--- config.mk ---
export PLATFORM = sky130hd
export DESIGN_NAME = io_sample_frame_builder
export DESIGN_NICKNAME = d
export VERILOG_FILES = /design/src/inc/io_sample_frame_pkg.sv /design/src/logic/io_sample_frame_builder.sv
export VERILOG_INCLUDE_DIRS = /design/src /design/src/inc
export SDC_FILE = /design/constraint.sdc
export NUM_CORES = 1
export LEC_CHECK = 0
export ABC_AREA = 1
export ABC_CLOCK_PERIOD_IN_PS = 13800
export BUFFER_PORTS_ARGS = -buffer_cell sky130_fd_sc_hd__clkbuf_2
export CORE_AREA = 4 4 178 180
export DETAILED_ROUTE_END_ITERATION = 12
export DIE_AREA = 0 0 182 184
export GPL_ROUTABILITY_DRIVEN = 0
export PLACE_DENSITY = 0.83
export SYNTH_ARGS = -nofsm -noshare
export SYNTH_HDL_FRONTEND = slang
export SYNTH_SLANG_ARGS = --single-unit
--- constraint.sdc ---
create_clock -name clock_in -period 13.8 [get_ports clock_in]
set_input_delay 0.69 -clock clock_in [delete_from_list [all_inputs] [get_ports clock_in]]
set_output_delay 0.69 -clock clock_in [all_outputs]
set_load 0.005 [all_outputs]
--- src/inc/io_sample_frame_builder_defines.svh ---
// Constants for the I/O sample frame builder
`ifndef IO_SAMPLE_FRAME_BUILDER_DEFINES_SVH
`define IO_SAMPLE_FRAME_BUILDER_DEFINES_SVH

`define START_DELIMITER 8'h7E
`define OFFSET_START 5'h00
`define FRAME_TYPE_IO_SAMPLE 8'h92
`define API_OUTPUT_STANDARD 8'h00
`define FIXED_BODY_LENGTH 16'h0010
`define TYPE_OFFSET 5'h03
`define LONG_ADDR_FIRST 5'h04
`define LONG_ADDR_LAST 5'h0B
`define OFFSET_LENGTH_HI 5'h01
`define OFFSET_LENGTH_LO 5'h02
`define OFFSET_NET_HI 5'h0C
`define OFFSET_NET_LO 5'h0D
`define OFFSET_OPTIONS 5'h0E
`define OFFSET_COUNT 5'h0F
`define OFFSET_DMASK_HI 5'h10
`define OFFSET_DMASK_LO 5'h11
`define OFFSET_AMASK 5'h12
`define HEADER_LAST 5'h12
`define DIGITAL_VALID_MASK 16'h7FFF
`define ANALOG_VALID_MASK 8'h8F
`define SUPPLY_BIT 7
`define OPT_ACKED_BIT 0
`define OPT_BROADCAST_BIT 1
`define CHECKSUM_BASE 8'hFF
`define WORD_DIGITAL 3'h0
`define WORD_NONE 3'h6
`define WORD_COUNT 6
`define SAMPLE_FIFO_DEPTH 8

`endif

--- src/inc/io_sample_frame_pkg.sv ---
// Types shared by the I/O sample frame builder
`default_nettype none
package io_sample_frame_pkg;

    // Sample contents from the radio receive path
    typedef struct packed {
        logic [63:0] src_long;
        logic [15:0] src_net;
        logic acked;
        logic broadcast;
        logic [7:0] sample_count;
        logic [15:0] dig_mask;
        logic [7:0] ana_mask;
        logic [15:0] dig_samples;
        logic [4:0][15:0] ana_samples; // 0..3 analog inputs, 4 supply
    } io_sample_t;

    typedef enum logic [1:0] {
        PH_IDLE,
        PH_HEADER,
        PH_WORDS,
        PH_CHECKSUM
    } build_phase_t;

    typedef struct packed {
        build_phase_t phase;
        logic [4:0] idx;
        logic [2:0] word;
        logic low_half;
        logic [5:0] present;
        logic [5:0][15:0] words;
        logic [63:0] src_long;
        logic [15:0] src_net;
        logic [7:0] options;
        logic [7:0] sample_count;
        logic [15:0] dig_mask;
        logic [7:0] ana_mask;
        logic [15:0] length;
        logic [7:0] sum;
        logic sample_ready;
        logic busy;
        logic frame_done;
        logic dropped;
    } builder_state_t;

endpackage

`default_nettype wire

--- src/logic/io_sample_frame_builder.sv ---
// I/O sample indicator frame builder and its output byte FIFO
//
// Summary of operation
// Frame emitted on remote I/O sample when API output options equal zero.
// Samples forwarded only in API mode; otherwise dropped silently.
// Byte offset zero carries the one-byte start delimiter.
// Start delimiter value is 0x7E.
// Sixteen-bit length at offset 1 counts bytes between length and checksum.
// Multi-byte fields go out most significant byte first.
// Offset 3 carries frame type 0x92.
// Offsets 4 to 11 carry the sender's 64-bit address.
// Offsets 12 and 13 carry the sender's 16-bit network address.
// Offset 14 options: bit 0 acknowledged, bit 1 broadcast, both allowed.
// Offset 15 carries the number of sample sets.
// Offset 16 digital mask covers lines 0 to 14; bit 15 unused.
// Offset 18 analog mask: bits 0-3 inputs, bit 7 supply voltage.
// Digital samples word present only when digital mask is nonzero.
// Digital sample bits match mask positions; unsampled lines read zero.
// One 16-bit word per enabled analog input, input 0 first.
// Supply-voltage word follows the last analog word, before checksum.
// Checksum is 0xFF minus low byte of sum from offset 3 onward.
`timescale 1ns/1ps
`include "io_sample_frame_builder_defines.svh"
`default_nettype none

module sample_fifo #(
    parameter int WIDTH = 8,
    parameter int DEPTH = `SAMPLE_FIFO_DEPTH
) (
    input wire logic clock_in,
    input wire logic rst_in,
    input wire logic in_valid_in,
    input wire logic [WIDTH-1:0] in_data_in,
    output logic in_ready_out,
    output logic out_valid_out,
    output logic [WIDTH-1:0] out_data_out,
    input wire logic out_ready_in
);
    localparam int PW = (DEPTH > 1) ? $clog2(DEPTH) : 1;
    localparam int CW = $clog2(DEPTH + 1);

    typedef struct packed {
        logic [DEPTH-1:0][WIDTH-1:0] mem;
        logic [PW-1:0] wr;
        logic [PW-1:0] rd;
        logic [CW-1:0] count;
        logic in_ready;
        logic out_valid;
        logic [WIDTH-1:0] out_data;
    } fifo_state_t;

    fifo_state_t st;
    fifo_state_t next_st;

    // Output stage is a register so the stream port comes from flops
    always_comb begin
        logic push;
        logic load;
        push = in_valid_in && st.in_ready;
        load = (!st.out_valid || out_ready_in) && (st.count != '0);
        next_st = st;
        if (st.out_valid && out_ready_in) begin
            next_st.out_valid = 1'b0;
        end
        if (load) begin
            next_st.out_valid = 1'b1;
            next_st.out_data = st.mem[st.rd];
            next_st.rd = (st.rd == PW'(DEPTH - 1)) ? '0 : PW'(st.rd + 1'b1);
        end
        if (push) begin
            next_st.mem[st.wr] = in_data_in;
            next_st.wr = (st.wr == PW'(DEPTH - 1)) ? '0 : PW'(st.wr + 1'b1);
        end
        next_st.count = CW'(st.count + CW'(push) - CW'(load));
        // Ready is registered and exact, so the source stalls when full
        next_st.in_ready = (next_st.count < CW'(DEPTH));
    end

    always_ff @(posedge clock_in or posedge rst_in) begin
        if (rst_in) begin
            st <= '0;
        end else begin
            st <= next_st;
        end
    end

    assign in_ready_out = st.in_ready;
    assign out_valid_out = st.out_valid;
    assign out_data_out = st.out_data;
endmodule

module io_sample_frame_builder
    import io_sample_frame_pkg::*;
#(
    parameter int FIFO_DEPTH = `SAMPLE_FIFO_DEPTH
) (
    input wire logic clock_in,
    input wire logic rst_in,
    input wire logic api_mode_in,
    input wire logic [7:0] api_output_options_in,
    input wire logic sample_valid_in,
    input wire io_sample_t sample_in,
    output logic sample_ready_out,
    output logic [7:0] tx_data_out,
    output logic tx_valid_out,
    input wire logic tx_ready_in,
    output logic busy_out,
    output logic frame_done_out,
    output logic frame_dropped_out
);
    builder_state_t st;
    builder_state_t next_st;
    logic fifo_ready;
    logic [7:0] frame_byte;
    logic push;

    // First present word at or after start, or none
    function automatic logic [2:0] next_word(input logic [5:0] pres,
                                             input logic [2:0] start);
        logic [2:0] found;
        found = `WORD_NONE;
        for (int i = `WORD_COUNT - 1; i >= 0; i--) begin
            if (pres[i] && (3'(i) >= start)) begin
                found = 3'(i);
            end
        end
        return found;
    endfunction

    // Byte for the current position of the frame
    always_comb begin
        logic [2:0] sel;
        sel = 3'(`LONG_ADDR_LAST - st.idx);
        frame_byte = 8'h00;
        case (st.phase)
            PH_HEADER: begin
                if (st.idx >= `LONG_ADDR_FIRST &&
                    st.idx <= `LONG_ADDR_LAST) begin
                    frame_byte = st.src_long[sel*8 +: 8];
                end else begin
                    case (st.idx)
                        `OFFSET_START:
                            frame_byte = `START_DELIMITER;
                        `OFFSET_LENGTH_HI:
                            frame_byte = st.length[15:8];
                        `OFFSET_LENGTH_LO:
                            frame_byte = st.length[7:0];
                        `TYPE_OFFSET:
                            frame_byte = `FRAME_TYPE_IO_SAMPLE;
                        `OFFSET_NET_HI:
                            frame_byte = st.src_net[15:8];
                        `OFFSET_NET_LO:
                            frame_byte = st.src_net[7:0];
                        `OFFSET_OPTIONS:
                            frame_byte = st.options;
                        `OFFSET_COUNT:
                            frame_byte = st.sample_count;
                        `OFFSET_DMASK_HI:
                            frame_byte = st.dig_mask[15:8];
                        `OFFSET_DMASK_LO:
                            frame_byte = st.dig_mask[7:0];
                        `OFFSET_AMASK:
                            frame_byte = st.ana_mask;
                        default: frame_byte = 8'h00;
                    endcase
                end
            end
            PH_WORDS: begin
                // High byte first for every sample word
                frame_byte = st.low_half ? st.words[st.word][7:0]
                                         : st.words[st.word][15:8];
            end
            PH_CHECKSUM: begin
                frame_byte = `CHECKSUM_BASE - st.sum;
            end
            default: frame_byte = 8'h00;
        endcase
    end

    assign push = (st.phase != PH_IDLE) && fifo_ready;

    always_comb begin
        logic [15:0] dmask;
        logic [7:0] amask;
        logic [5:0] pres;
        logic [3:0] nwords;
        logic [2:0] w;
        dmask = sample_in.dig_mask & `DIGITAL_VALID_MASK;
        amask = sample_in.ana_mask & `ANALOG_VALID_MASK;
        pres = {amask[`SUPPLY_BIT], amask[3:0], |dmask};
        nwords = 4'h0;
        for (int i = 0; i < `WORD_COUNT; i++) begin
            nwords = nwords + 4'(pres[i]);
        end
        w = `WORD_NONE;
        next_st = st;
        next_st.frame_done = 1'b0;
        next_st.dropped = 1'b0;
        case (st.phase)
            PH_IDLE: begin
                next_st.sample_ready = 1'b1;
                next_st.busy = 1'b0;
                if (sample_valid_in && st.sample_ready) begin
                    if (api_mode_in && (api_output_options_in ==
                            `API_OUTPUT_STANDARD)) begin
                        next_st.phase = PH_HEADER;
                        next_st.sample_ready = 1'b0;
                        next_st.busy = 1'b1;
                        next_st.idx = `OFFSET_START;
                        next_st.sum = 8'h00;
                        next_st.low_half = 1'b0;
                        next_st.present = pres;
                        next_st.src_long = sample_in.src_long;
                        next_st.src_net = sample_in.src_net;
                        next_st.options = 8'h00;
                        next_st.options[`OPT_ACKED_BIT] =
                            sample_in.acked;
                        next_st.options[`OPT_BROADCAST_BIT] =
                            sample_in.broadcast;
                        next_st.sample_count =
                            sample_in.sample_count;
                        next_st.dig_mask = dmask;
                        next_st.ana_mask = amask;
                        // Unsampled lines forced low
                        next_st.words[`WORD_DIGITAL] =
                            sample_in.dig_samples & dmask;
                        for (int i = 0; i < `WORD_COUNT - 1; i++) begin
                            next_st.words[i + 1] = sample_in.ana_samples[i];
                        end
                        next_st.length = `FIXED_BODY_LENGTH +
                            {11'h000, nwords, 1'b0};
                    end else begin
                        // Not standard API output: consumed, no frame
                        next_st.dropped = 1'b1;
                    end
                end
            end
            PH_HEADER: begin
                if (push) begin
                    if (st.idx >= `TYPE_OFFSET) begin
                        next_st.sum = st.sum + frame_byte;
                    end
                    if (st.idx == `HEADER_LAST) begin
                        w = next_word(st.present, `WORD_DIGITAL);
                        next_st.word = w;
                        next_st.low_half = 1'b0;
                        next_st.phase = (w == `WORD_NONE) ?
                            PH_CHECKSUM : PH_WORDS;
                    end else begin
                        next_st.idx = st.idx + 5'h01;
                    end
                end
            end
            PH_WORDS: begin
                if (push) begin
                    next_st.sum = st.sum + frame_byte;
                    if (!st.low_half) begin
                        next_st.low_half = 1'b1;
                    end else begin
                        // Ascending word order puts supply last
                        w = next_word(st.present,
                                      st.word + 3'h1);
                        next_st.word = w;
                        next_st.low_half = 1'b0;
                        if (w == `WORD_NONE) begin
                            next_st.phase = PH_CHECKSUM;
                        end
                    end
                end
            end
            PH_CHECKSUM: begin
                if (push) begin
                    next_st.phase = PH_IDLE;
                    next_st.frame_done = 1'b1;
                    next_st.busy = 1'b0;
                    next_st.sample_ready = 1'b1;
                end
            end
            default: begin
                next_st.phase = PH_IDLE;
            end
        endcase
    end

    always_ff @(posedge clock_in or posedge rst_in) begin
        if (rst_in) begin
            st <= '0;
        end else begin
            st <= next_st;
        end
    end

    // Serial side may stall; the builder waits on the FIFO's ready
    sample_fifo #(
        .WIDTH(8),
        .DEPTH(FIFO_DEPTH)
    ) u_fifo (
        .clock_in(clock_in),
        .rst_in(rst_in),
        .in_valid_in(push),
        .in_data_in(frame_byte),
        .in_ready_out(fifo_ready),
        .out_valid_out(tx_valid_out),
        .out_data_out(tx_data_out),
        .out_ready_in(tx_ready_in)
    );

    assign sample_ready_out = st.sample_ready;
    assign busy_out = st.busy;
    assign frame_done_out = st.frame_done;
    assign frame_dropped_out = st.dropped;
endmodule

`default_nettype wire

==> results.md, run 1 <==
- The run finished with clean final reports.
- The area growth from synthesis to layout is 13.7%.
- The largest incremental delay on the critical path is 1000 ps.
- The number of placed I/O pins is 236.
- The max-slew violation total from the final report came to 0.
- The count of cell types in the netlist is 47.
- Buffers added to address setup during post-CTS repair amount to 0.
- In the routed layout, each cell is associated on average with a via count of 5.50.
- Setup violations remaining at the end of the flow were counted as 0.
- For this run, the post-layout net count is 2332.
- The core region is about 30000 sq um.
- CTS saw 317 sinks.
- Counting flops with an async set or reset pin after synthesis yields a share of 100%.
- The via count of the first global-routing pass is between 10000 and 15000.
- Yosys mapped a number of flops with a built-in enable equal to 0.
- The net switching power is 1.30 mW.
- The proportion of total power due to net switching is 40.2%.
- The via count is around 14000.
- In this run the remaining antenna-violating nets after routing total 0.
- The wire length per cell after detailed routing is 17.4 um.
- After synthesis, the largest family of logic cells by area is simple AND/OR/NAND/NOR gates.
- The total of warnings raised by yosys is 0.
- The wire length of the first global-routing pass is 70500 um.
- The synthesized netlist devotes 19.0% of its cell area to simple gates.
- The detailed router finished its first iteration with 1353 violations.
- The number of buffers inserted during clock tree synthesis is 35.
- Counting flops and latches in the post-synthesis netlist gives 317.
- The TritonCTS clock tree is built.
- The kind of end point of the critical path is a register.
- The final sum of negative setup slack is 0 ps.
- The count of final hold-check violations is 0.
- The net count of the mapped netlist is 2144.
- The mean instance size in the synthesized netlist is between 8 and 9 sq um.
- Hold timing on the final database bottoms out at a slack of 261 ps.
- The initial core utilization is 54.1%.
- Gates resized during post-CTS repair numbered 0.
- The total overflow reported by the global router is 0.
- Setup repair after global routing left no endpoint under its margin.
- Counting every instance in the synthesized netlist gives 1887.
- Measured against its own limit, the worst slew margin works out to 21.1%.
- The areal power density over the cells is 174 nW/um^2.
- The number of buffers on the longest clock path is 3.
- The fraction of the mapped netlist area in compound gates is 8.78%.
- Leaving out fill and tap cells, the most frequent cell in the layout is sky130_fd_sc_hd__nand2_1.
- The library cells used most frequently in the layout, excluding fill and tap cells, are sky130_fd_sc_hd__nand2_1 (392), sky130_fd_sc_hd__dfrtp_1 (317), sky130_fd_sc_hd__inv_1 (277).
- The fraction of power consumed by sequential logic is between 30 and 40%.
- The tightest min-delay check is of the primary input to async pin type.
- The portion of the clock cycle consumed by the worst path in the final layout is 30.2%.
- The horizontal die dimension is 182 um.
- After floorplanning, the core was divided into 64 placement rows.
- The buffer and inverter count on the worst path is 5.
- The number of hold buffers added after cts is 0.
- The share of final-layout standard cells stronger than drive strength 1 is 15.9%.
- The number of antenna violations at the first check in global routing is 2.
- In this run the cell area of the synthesized design comes to about 16000 sq um.
- The setup skew after layout is ~24 ps.
- The largest net degree at the start of global routing is 86.
- The count of buffers inserted at the top-level ports is 230.
- The adder and majority cell fraction of the synthesized area is 2.83%.
- The signal on the critical path passes through inv_1, ha_1, inv_6, nor4_4, buf_4, buf_4, mux2i_1, inv_1.
- The number of H-tree levels is 2.
- The cell leakage power is 10.4 nW.
- After layout, the minimum clock period comes to 4160 ps.
- The latest clock arrival within the worst-skew pair is 510 ps.
- For this run, the top clock speed supported by timing is 0.240 GHz.
- Sequential elements use between 40% and 50% of the synthesized area.
- The launching element type of the critical path is a register.
- Data on the critical path arrives at its endpoint at between 4000 and 5000 ps.
- The top fanout value on the critical path is 85.
- The most used flip-flop cell after synthesis is sky130_fd_sc_hd__dfrtp_1.
- Before antenna repair, the detailed router went through 5 iterations.
- The proportion of synthesized area in mux cells is between 10 and 15%.
- The clock network power share is 26.0%.
- Data on the critical path is required at its endpoint by between 10000 and 15000 ps.
- The master of the slowest instance on the critical path is sky130_fd_sc_hd__buf_4.
- The area of the die is 33500 sq um.
- Of the total synthesized cell area, the portion taken by XOR and XNOR cells is 0.215%.
- The category of the critical setup timing path is register to register.
- The internal portion of the total power is about 1.9 mW.
- Once layout is complete, the utilization of the core stands at 61.5%.
- The post-CTS clock slew at the launch and capture registers of the worst setup and hold paths is 60 ps.
- The cell family contributing the most delay on the critical path is buffers and inverters.
- The global-route usage over all layers is 25.7%.
- The DRC violation count after routing is 0.
- Clock tree synthesis selected as its root buffer the cell sky130_fd_sc_hd__clkbuf_16.
- The detailed placer's ending HPWL is 30400 um.
- The peak supply drop is about 0.13 mV.
- For the pin with the worst max-slew slack, the measured transition is 1180 ps.
- The final wirelength is ~43000 um.
- Max-cap violations in this run came to 0.
- From bottom edge to top edge, the die measures between 150 and 200 um.
- The power share of the combinational group is ~37%.
==> metrics by stage <==
step	setup WS (ps)	total power, mW	instance area [sq um]	instances
after floorplan	4340	2.05	16300	1887
after global placement	9790	2.33	17600	2434
after detailed placement	9720	2.38	17600	2434
after CTS	9650	3.22	18600	2490
after global routing	9320	3.45	18600	2490
final	9640	3.23	18600	2491
==> sequential cells by signal, summed over array words and instances (netlist names) <==
signal,cells
frame_dropped_out,1
frame_done_out,1
u_fifo.out_data_out,8
st,229
busy_out,1
u_fifo.in_ready_out,1
u_fifo.out_valid_out,1
sample_ready_out,1
u_fifo.st,74
==> logic make-up after synthesis <==
family	count (synthesis)
AOI/OAI and AO/OA	254
and+or+nand+nor	716
muxes	176
xor gates and xnor gates	4
DFF	317
buffers and inverters	386
adders and majority gates	34
==> layer usage <==
metal / global-route usage (%) / share of wire, %
met5: 0 / 0.060
met4: 8.23 / 3.1
met3: 5.76 / 8.5
met2: 42.1 / 47
met1: 34.5 / 41
==> power groups by stage <==
stage,Clock (mW),Combinational [mW],Sequential (mW)
after floorplan,0,0.902,1.14
after global placement,0,1.13,1.20
after detailed placement,0,1.17,1.21
after CTS,0.851,1.18,1.19
after global routing,0.891,1.34,1.21
final,0.838,1.20,1.19
==> final timing paths <==
check,endpoint,slack (ps),cells after the start,startpoint
setup / recovery,st[146],9640,8,st[259]
hold / removal,st[95],260,2,rst_in
hold reg to reg,u_fifo.st[38],480,2,u_fifo.st[38]
min in group clock_in,st[168],390,3,sample_in[4]
max in group asynchronous,st[196],11140,4,rst_in
setup reg to reg,st[146],9640,8,st[259]
==> synth_stat cells (all sizes together), types with 2 or more instances <==
| library cell | n | area share [%] |
|---|---|---|
| o32ai | 8 | 0.43 |
| buf | 55 | 2.2 |
| clkbuf | 33 | 0.77 |
| xnor2 | 2 | 0.11 |
| ha | 29 | 2.2 |
| o21a | 2 | 0.092 |
| a31oi | 9 | 0.34 |
| o211ai | 23 | 1.1 |
| fa | 5 | 0.61 |
| nand3 | 169 | 5.5 |
| a21oi | 52 | 1.6 |
| o22ai | 9 | 0.34 |
| nand4 | 12 | 0.50 |
| o21ai | 138 | 4.2 |
| dfrtp | 317 | 49 |
| nor2 | 121 | 3.0 |
| clkinv | 3 | 0.069 |
| mux2i | 176 | 11 |
| inv | 295 | 6.8 |
| xor2 | 2 | 0.11 |
| nor3 | 8 | 0.31 |
| nand2 | 394 | 9.1 |
| nor4 | 3 | 0.25 |
| o221ai | 8 | 0.43 |
| or2 | 9 | 0.34 |
==> layout make-up <==
class / count / area, sq um
sequential: 317 / 7930
antenna: 1 / 2.50
clock buffer: 49 / 958
timing repair buffer: 239 / 1220
fill: 2526 / 11600
clock inverter: 7 / 38.8
multi-input combinational: 1184 / 6800
inverter: 298 / 1130
tap: 396 / 495
Note: power is estimated with default switching activity, not from simulation.
==> run 2: changes to the inputs <==
--- a/config.mk
+++ b/config.mk
@@ -7,11 +7,11 @@
 export NUM_CORES = 1
 export LEC_CHECK = 0
 export ABC_AREA = 1
-export ABC_CLOCK_PERIOD_IN_PS = 13800
+export ABC_CLOCK_PERIOD_IN_PS = 3400
 export BUFFER_PORTS_ARGS = -buffer_cell sky130_fd_sc_hd__clkbuf_2
-export CORE_AREA = 4 4 178 180
+export CORE_AREA = 4 4 183 185
 export DETAILED_ROUTE_END_ITERATION = 12
-export DIE_AREA = 0 0 182 184
+export DIE_AREA = 0 0 187 189
 export GPL_ROUTABILITY_DRIVEN = 0
 export PLACE_DENSITY = 0.83
 export SYNTH_ARGS = -nofsm -noshare
==> constraint.sdc (replaced) <==
create_clock -name clock_in -period 3.4 [get_ports clock_in]
set_input_delay 0.17 -clock clock_in [delete_from_list [all_inputs] [get_ports clock_in]]
set_output_delay 0.17 -clock clock_in [all_outputs]
set_load 0.005 [all_outputs]
==> results.md, run 2 (synthesized netlist as in run 1, its figures left out) <==
- The latest clock arrival within the worst-skew pair is 530 ps (+20 ps).
- The areal power density over the cells is 654 nW/um^2 (+280%).
- The number of maximum-capacitance violations came to 0 (unchanged).
- The placeable core region came to 32000 sq um (+6.1%).
- The max-slew violation total from the final report is 0 (unchanged).
- The cell leakage power came to 11.5 nW (+10%).
- The number of detailed-routing iterations run before antenna repair is 7 (+2).
- The DRC violation count after routing is 0 (unchanged).
- The final sum of negative setup slack is 0 ps (unchanged).
- The total power draw is 13.9 mW (+330%).
- The setup skew after layout is 18.4 ps (-5.51 ps).
- The count of final setup violators is 0 (unchanged).
- The via count of the first global-routing pass was 15700 (+15%).
- The portion of the clock cycle consumed by the worst path in the final layout came to 96.3% (+66 points).
- The final wirelength came to 52400 um (+21%).
- The number of antenna violations at the first check in global routing is 5 (+3).
- The transition at the pin with the smallest max-transition slack came to 974 ps (-210 ps).
- The placement row count is 66 (+3.1%).
- Leaving out fill and tap cells, the most frequent cell in the layout is sky130_fd_sc_hd__nand2_1.
- The number of buffers inserted during clock tree synthesis is 34 (-2.9%).
- The arrival time of data at the critical path endpoint is 3680 ps (-870 ps).
- The start point of the critical path is st[254].
- The class of the most critical hold timing path is primary input to register.
- Leaving out fill and tap cells, the most frequent cells in the layout are sky130_fd_sc_hd__nand2_1 (392), sky130_fd_sc_hd__dfrtp_1 (316), sky130_fd_sc_hd__inv_1 (276).
- The total number of clock tree sinks is 317 (unchanged).
- TritonCTS built the clock tree.
- The endpoint required time on the critical path is 3800 ps (-10390 ps).
- The master of the slowest instance on the critical path is sky130_fd_sc_hd__dfrtp_2.
- The detailed placer's ending HPWL is 31900 um (+5.2%).
- The post-CTS clock slew at the launch and capture registers of the worst setup and hold paths is 60 ps (about the same).
- The final critical path time including I/O delays and setup is 3280 ps (-889 ps).
- The die height came to 189 um (+2.7%).
- The area of the die is 35300 sq um (+5.5%).
- In this run the critical register-to-register path is launched from st[254].
- The number of nets in the layout came to 2576 (+10%).
- The cell sitting at the root of the clock tree is a sky130_fd_sc_hd__clkbuf_16.
- The largest incremental delay on the critical path is 450 ps (-550 ps).
- The count of nets left with antenna violations after detail routing is 0 (unchanged).
- The worst max-slew margin expressed relative to the limit was 35.1% (+14 points).
- The count of buffers inserted at the top-level ports is 230 (unchanged).
- The worst setup path is captured at a register.
- The run finished with clean final reports.
- The initial core utilization is 51.0% (-3.1 points).
- The most numerous cell type found on the critical path is sky130_fd_sc_hd__nand2_1.
- The wire length of the first global-routing pass is 82900 um (+18%).
- The area growth from synthesis to final layout is 29.9%.
- The total overflow reported by the global router is 0 (unchanged).
- The critical path in this run is classified as register to register.
- Traced cell by cell, the critical path runs through inv_2, ha_1, inv_1, nor2_2, nand2_1, nand3_1, nor2_1, nand4_1, nand2_1, a31oi_2, ha_1, nand3_1, nand2_1, nand2_1, nand2_1, a21oi_1, inv_1, or2_2, nand3_1, nand2_1.
- Setup repair after global routing could not meet its margin everywhere.
- The register bank with the most flops is st.
- The share of final-layout standard cells stronger than drive strength 1 is 15.9% (about the same).
- The count of final hold-check violations was 0 (unchanged).
- The worst setup path is launched from a register.
- The peak supply drop is 0.404 mV (+220%).
- The number of vias per cell came to 5.62 (+2.2%).
- The largest net degree at the start of global routing was 111 (+29%).
- The wire length per cell after detailed routing was 19.0 um (+9.6%).
- The flip-flop count of the largest register after layout is 229 (unchanged).
- The share of the core filled with cells was 66.2% (+4.7 points).
- The number of placed I/O pins was 236 (unchanged).
- The top fanout value on the critical path is 7 (-92%).
- The DRC violation total after the first TritonRoute iteration was 1668 (+23%).
- The via count is 15500 (+13%).
- The global-route usage over all layers is 28.9% (+3.1 points).
- The horizontal die dimension is 187 um (+2.7%).
- The highest attainable clock frequency is 0.305 GHz (+27%).
- The number of buffers on the longest clock path is 3 (unchanged).
- The number of H-tree levels is 2 (unchanged).
- The worst hold path begins at sample_in[103].
run 2: changes by cell type in the layout (fill, tap and decap cells not counted), sizes merged:
| cell | change |
|---|---|
| buf | +27 |
| clkinv | +1 |
| clkbuf | -4 |
| bufinv | +2 |
| dlygate4sd3 | +218 |
| diode | +6 |
| clkinvlp | +1 |
run 2: power breakdown:
part	internal [mW]	switching, mW	leakage (nW)
clock network	2.09	1.55	0.524
registers	4.33	0.435	4.21
logic	1.87	3.61	6.77
total	8.28	5.60	11.5
run 2: area by class of cell:
type | count | area (sq um)
multi-input cells | 1184 | 6820
flip-flops and latches | 317 | 7930
repair buffers | 484 | 3740
diodes | 7 | 17.5
fillers | 2315 | 10800
inverters | 298 | 1130
clock buffers | 45 | 932
clock inverters | 11 | 128
well taps | 408 | 510
run 2: critical path: cells and delay by family (launching register included):
family,cells,cell delay (ps)
AND/OR/NAND/NOR,13,1560
adder cells (fa/ha/maj),2,490
flip-flops,1,450
AO/OA/AOI/OAI,2,370
buffers and inverters,3,280
run 2: per-stage QoR:
| step | std cells | setup WS (ps) | hold slack [ps] | cell area, sq um |
|---|---|---|---|---|
| floorplan | 1887 | -995 | 287 | 16300 |
| global placement | 2472 | 207 | 260 | 17900 |
| detailed placement | 2472 | 105 | 260 | 17900 |
| CTS | 2746 | 89.2 | 41.6 | 21100 |
| global route | 2751 | -19.4 | 66.6 | 21200 |
| finish | 2754 | 124 | 53.8 | 21200 |
run 2: worst paths after layout:
kind                       slack, ps  cells after the start             to
max reg2reg                      120                     20          st[9]
min                               50                      5        st[249]
min reg2reg                      480                      2  u_fifo.st[42]
max in group asynchronous       2140                      4        st[174]
min in group asynchronous        290                      3        st[258]
max                              120                     20          st[9]
run 2: layer usage:
metal	up-vias	GRT usage [%]	wire length [um]
li1	6966	-	-
met1	7348	34.5	19400
met2	902	49.1	25300
met3	269	6.10	4290
met4	2	15.8	3370
met5	-	0	13
run 2: repair_timing:
action / 4_1_cts / 5_1_grt
hold endpoints to repair: 223 / 0
resized for setup: 0 / 11
hold buffers: 218 / 0
setup endpoints to repair: 0 / 3
setup buffers: 0 / 1
==> run 3: changes to the inputs <==
--- a/config.mk
+++ b/config.mk
@@ -7,11 +7,11 @@
 export NUM_CORES = 1
 export LEC_CHECK = 0
 export ABC_AREA = 1
-export ABC_CLOCK_PERIOD_IN_PS = 3400
+export ABC_CLOCK_PERIOD_IN_PS = 3700
 export BUFFER_PORTS_ARGS = -buffer_cell sky130_fd_sc_hd__clkbuf_2
-export CORE_AREA = 4 4 183 185
+export CORE_AREA = 4 4 178 180
 export DETAILED_ROUTE_END_ITERATION = 12
-export DIE_AREA = 0 0 187 189
+export DIE_AREA = 0 0 182 184
 export GPL_ROUTABILITY_DRIVEN = 0
 export PLACE_DENSITY = 0.83
 export SYNTH_ARGS = -nofsm -noshare
==> constraint.sdc (replaced) <==
create_clock -name clock_in -period 3.7 [get_ports clock_in]
set_input_delay 0.185 -clock clock_in [delete_from_list [all_inputs] [get_ports clock_in]]
set_output_delay 0.185 -clock clock_in [all_outputs]
set_load 0.005 [all_outputs]
==> results.md, run 3 (synthesized netlist as in run 1, its figures left out) <==
- The arrival time of data at the critical path endpoint is 3840 ps (+160 ps).
- Leaving out fill and tap cells, the most frequent cells in the layout are sky130_fd_sc_hd__nand2_1 (392), sky130_fd_sc_hd__dfrtp_1 (316), sky130_fd_sc_hd__inv_1 (277).
- The global-route usage over all layers was 31.3% (+2.4 points).
- The fraction of power consumed by sequential logic was 34.3% (about the same).
- The category of the critical setup timing path is register to register.
- The launching element type of the critical path is a register.
- The TritonCTS clock tree is built.
- The power share of the combinational group is 37.9% (-1.5 points).
- The number of vias per cell was 5.69 (+1.2%).
- The library cell used most frequently in the layout, excluding fill and tap cells, is sky130_fd_sc_hd__nand2_1.
- The max-slew violation total from the final report is 0 (unchanged).
- The class of the most critical hold timing path is primary input to register.
- The share of final-layout standard cells stronger than drive strength 1 is 15.4% (-0.48 points).
- The DRC violation count after routing is 0 (unchanged).
- The number of detailed-routing iterations run before antenna repair is 5 (-2).
- The via count is 15500 (+0.090%).
- The die height was 184 um (-2.6%).
- The portion of the clock cycle consumed by the worst path in the final layout is 92.8% (-3.5 points).
- The number of placed I/O pins came to 236 (unchanged).
- In this run the worst setup path begins at st[252].
- The startpoint identified for the worst register-to-register timing path is st[252].
- The initial core utilization was 54.1% (+3.1 points).
- The clock network power share is 27.8% (+1.6 points).
- The area of the die is 33500 sq um (-5.2%).
- The flip-flop count of the largest register after layout is 229 (unchanged).
- The placement row count is 64 (-3.0%).
- The total overflow reported by the global router came to 0 (unchanged).
- The number of buffers on the longest clock path came to 3 (unchanged).
- The via count of the first global-routing pass was 16200 (+3.1%).
- The final critical path time including I/O delays and setup came to 3430 ps (+158 ps).
- The slowest stage of the critical path belongs to the cell sky130_fd_sc_hd__dfrtp_1.
- Ranked by flip-flop count, first place goes to st.
- The worst max-slew margin expressed relative to the limit came to 25.7% (-9.3 points).
- The detailed placer's ending HPWL is 31100 um (-2.8%).
- The wire length per cell after detailed routing is 19.4 um (+1.8%).
- The worst hold slack was 13.4 ps (-40.5 ps).
- The placeable core region was 30200 sq um (-5.8%).
- The number of antenna violations at the first check in global routing is 2 (-3).
- The count of final setup violators came to 0 (unchanged).
- The net switching power is 5.09 mW (-9.1%).
- The number of buffers inserted during clock tree synthesis came to 35 (+2.9%).
- The cell-internal power is 7.77 mW (-6.2%).
- The horizontal die dimension is 182 um (-2.7%).
- The wire length of the first global-routing pass is 84100 um (+1.5%).
- The flow ran to the end, and the final reports show no timing, DRC or antenna violations.
- The post-detailed-placement cell area is 17800 sq um (-0.73%).
- The peak supply drop is 0.372 mV (-8.0%).
- The count of buffers inserted at the top-level ports is 230 (unchanged).
- Relative to the synthesized area, the layout overhead comes to 28.8%.
- The setup skew after layout was 23.3 ps (+4.87 ps).
- The final wirelength was 52800 um (+0.72%).
- STA classifies the critical path endpoint as a register.
- The highest attainable clock frequency is 0.291 GHz (-4.6%).
- The count of filler cells inserted in the layout came to 2106 (-9.0%).
- The count of final hold-check violations is 0 (unchanged).
- The cell leakage power is 11.5 nW (-0.40%).
- The signal on the critical path passes through buf_4, buf_4, a21oi_1, o21ai_0, o211ai_1, nand3_1, nand2_1, nand2_1, a31oi_1, ha_1, a21o_1, a31oi_1, nand2_1, nand2_1, nand2_1, inv_1, nand3_1, nand3_1, nand2_1.
- The latest clock arrival within the worst-skew pair is 530 ps (about the same).
- The proportion of total power due to net switching is 39.6% (-0.75 points).
- The areal power density over the cells is 611 nW/um^2 (-6.7%).
- The transition at the pin with the smallest max-transition slack is 1110 ps (+140 ps).
- The largest net degree at the start of global routing is 191 (+72%).
- The final sum of negative setup slack is 0 ps (unchanged).
- The root buffer selected by CTS is sky130_fd_sc_hd__clkbuf_16.
- The total number of clock tree sinks is 317 (unchanged).
- The startpoint of the most critical hold path is sample_in[113].
- The endpoint required time on the critical path is 4110 ps (+310 ps).
- The number of nets in the layout is 2562 (-0.54%).
- The count of nets left with antenna violations after detail routing is 0 (unchanged).
- The critical path's most frequent cell is sky130_fd_sc_hd__nand2_1.
- The number of maximum-capacitance violations is 0 (unchanged).
- The number of H-tree levels is 2 (unchanged).
- The post-layout instance area came to 21000 sq um (-0.79%).
- Setup repair after global routing left no endpoint under its margin.
- The largest incremental delay on the critical path is 810 ps (+360 ps).
- The DRC violation total after the first TritonRoute iteration is 1637 (-1.9%).
- The top fanout value on the critical path is 21 (+14).
- The post-CTS clock slew at the launch and capture registers of the worst setup and hold paths is 60 ps (about the same).
run 3: cell type report:
| class | count | area (sq um) | share of cell area, % |
|---|---|---|---|
| sequential | 317 | 7930 | 37.7 |
| multi-input combinational | 1184 | 6800 | 32.3 |
| timing repair buffer | 469 | 3540 | 16.8 |
| inverter | 298 | 1130 | 5.36 |
| clock buffer | 50 | 992 | 4.72 |
| tap | 396 | 495 | 2.35 |
| clock inverter | 9 | 151 | 0.720 |
| antenna | 2 | 5.00 | 0.0238 |
run 3: routing by layer:
metal / global-route usage (%) / up-vias / part of all wire (%)
met5: 0 / - / 0
met4: 17.9 / 0 / 6.4
met3: 5.10 / 239 / 7.6
met2: 54.3 / 915 / 50
met1: 37.1 / 7412 / 36
li1: - / 6935 / -
run 3: timing repair:
item | 4_1_cts | 5_1_grt
buffers inserted | 0 | 0
setup endpoints to repair | 0 | 1
resized for setup | 0 | 2
hold endpoints to repair | 211 | 0
hold buffers | 211 | 0
run 3: critical path: cells and delay by family (launching register included):
family / cells / cell delay, ps
simple gates: 9 / 920
compound gates: 6 / 860
flops: 1 / 810
buf+inv: 3 / 520
fa+ha+maj: 1 / 230
run 3: through the flow:
step | worst slack, ps | total power [mW] | instances | utilization [%]
6_report | 267 | 12.9 | 2725 | 69.7
5_1_grt | 44.5 | 13.6 | 2725 | 69.7
4_1_cts | 342 | 12.7 | 2723 | 69.7
3_5_place_dp | 353 | 8.94 | 2453 | 58.9
3_3_place_gp | 456 | 8.75 | 2453 | 58.9
2_1_floorplan | -710 | 7.63 | 1887 | -
run 3: final timing paths:
path	end	slack, ps	depth (start not counted)
hold / removal	st[45]	10	3
setup / recovery	st[11]	270	19
setup reg to reg	st[11]	270	19
max in group asynchronous	st[201]	2170	4
hold reg to reg	u_fifo.st[69]	480	2
min in group asynchronous	st[84]	190	3
run 3: power groups by stage:
| stage | clock (mW) | combinational (mW) | sequential, mW |
|---|---|---|---|
| CTS | 3.55 | 4.72 | 4.39 |
| floorplan | 0 | 3.37 | 4.27 |
| global placement | 0 | 4.34 | 4.41 |
| finish | 3.58 | 4.87 | 4.41 |
| detailed placement | 0 | 4.50 | 4.44 |
| global route | 3.75 | 5.38 | 4.46 |
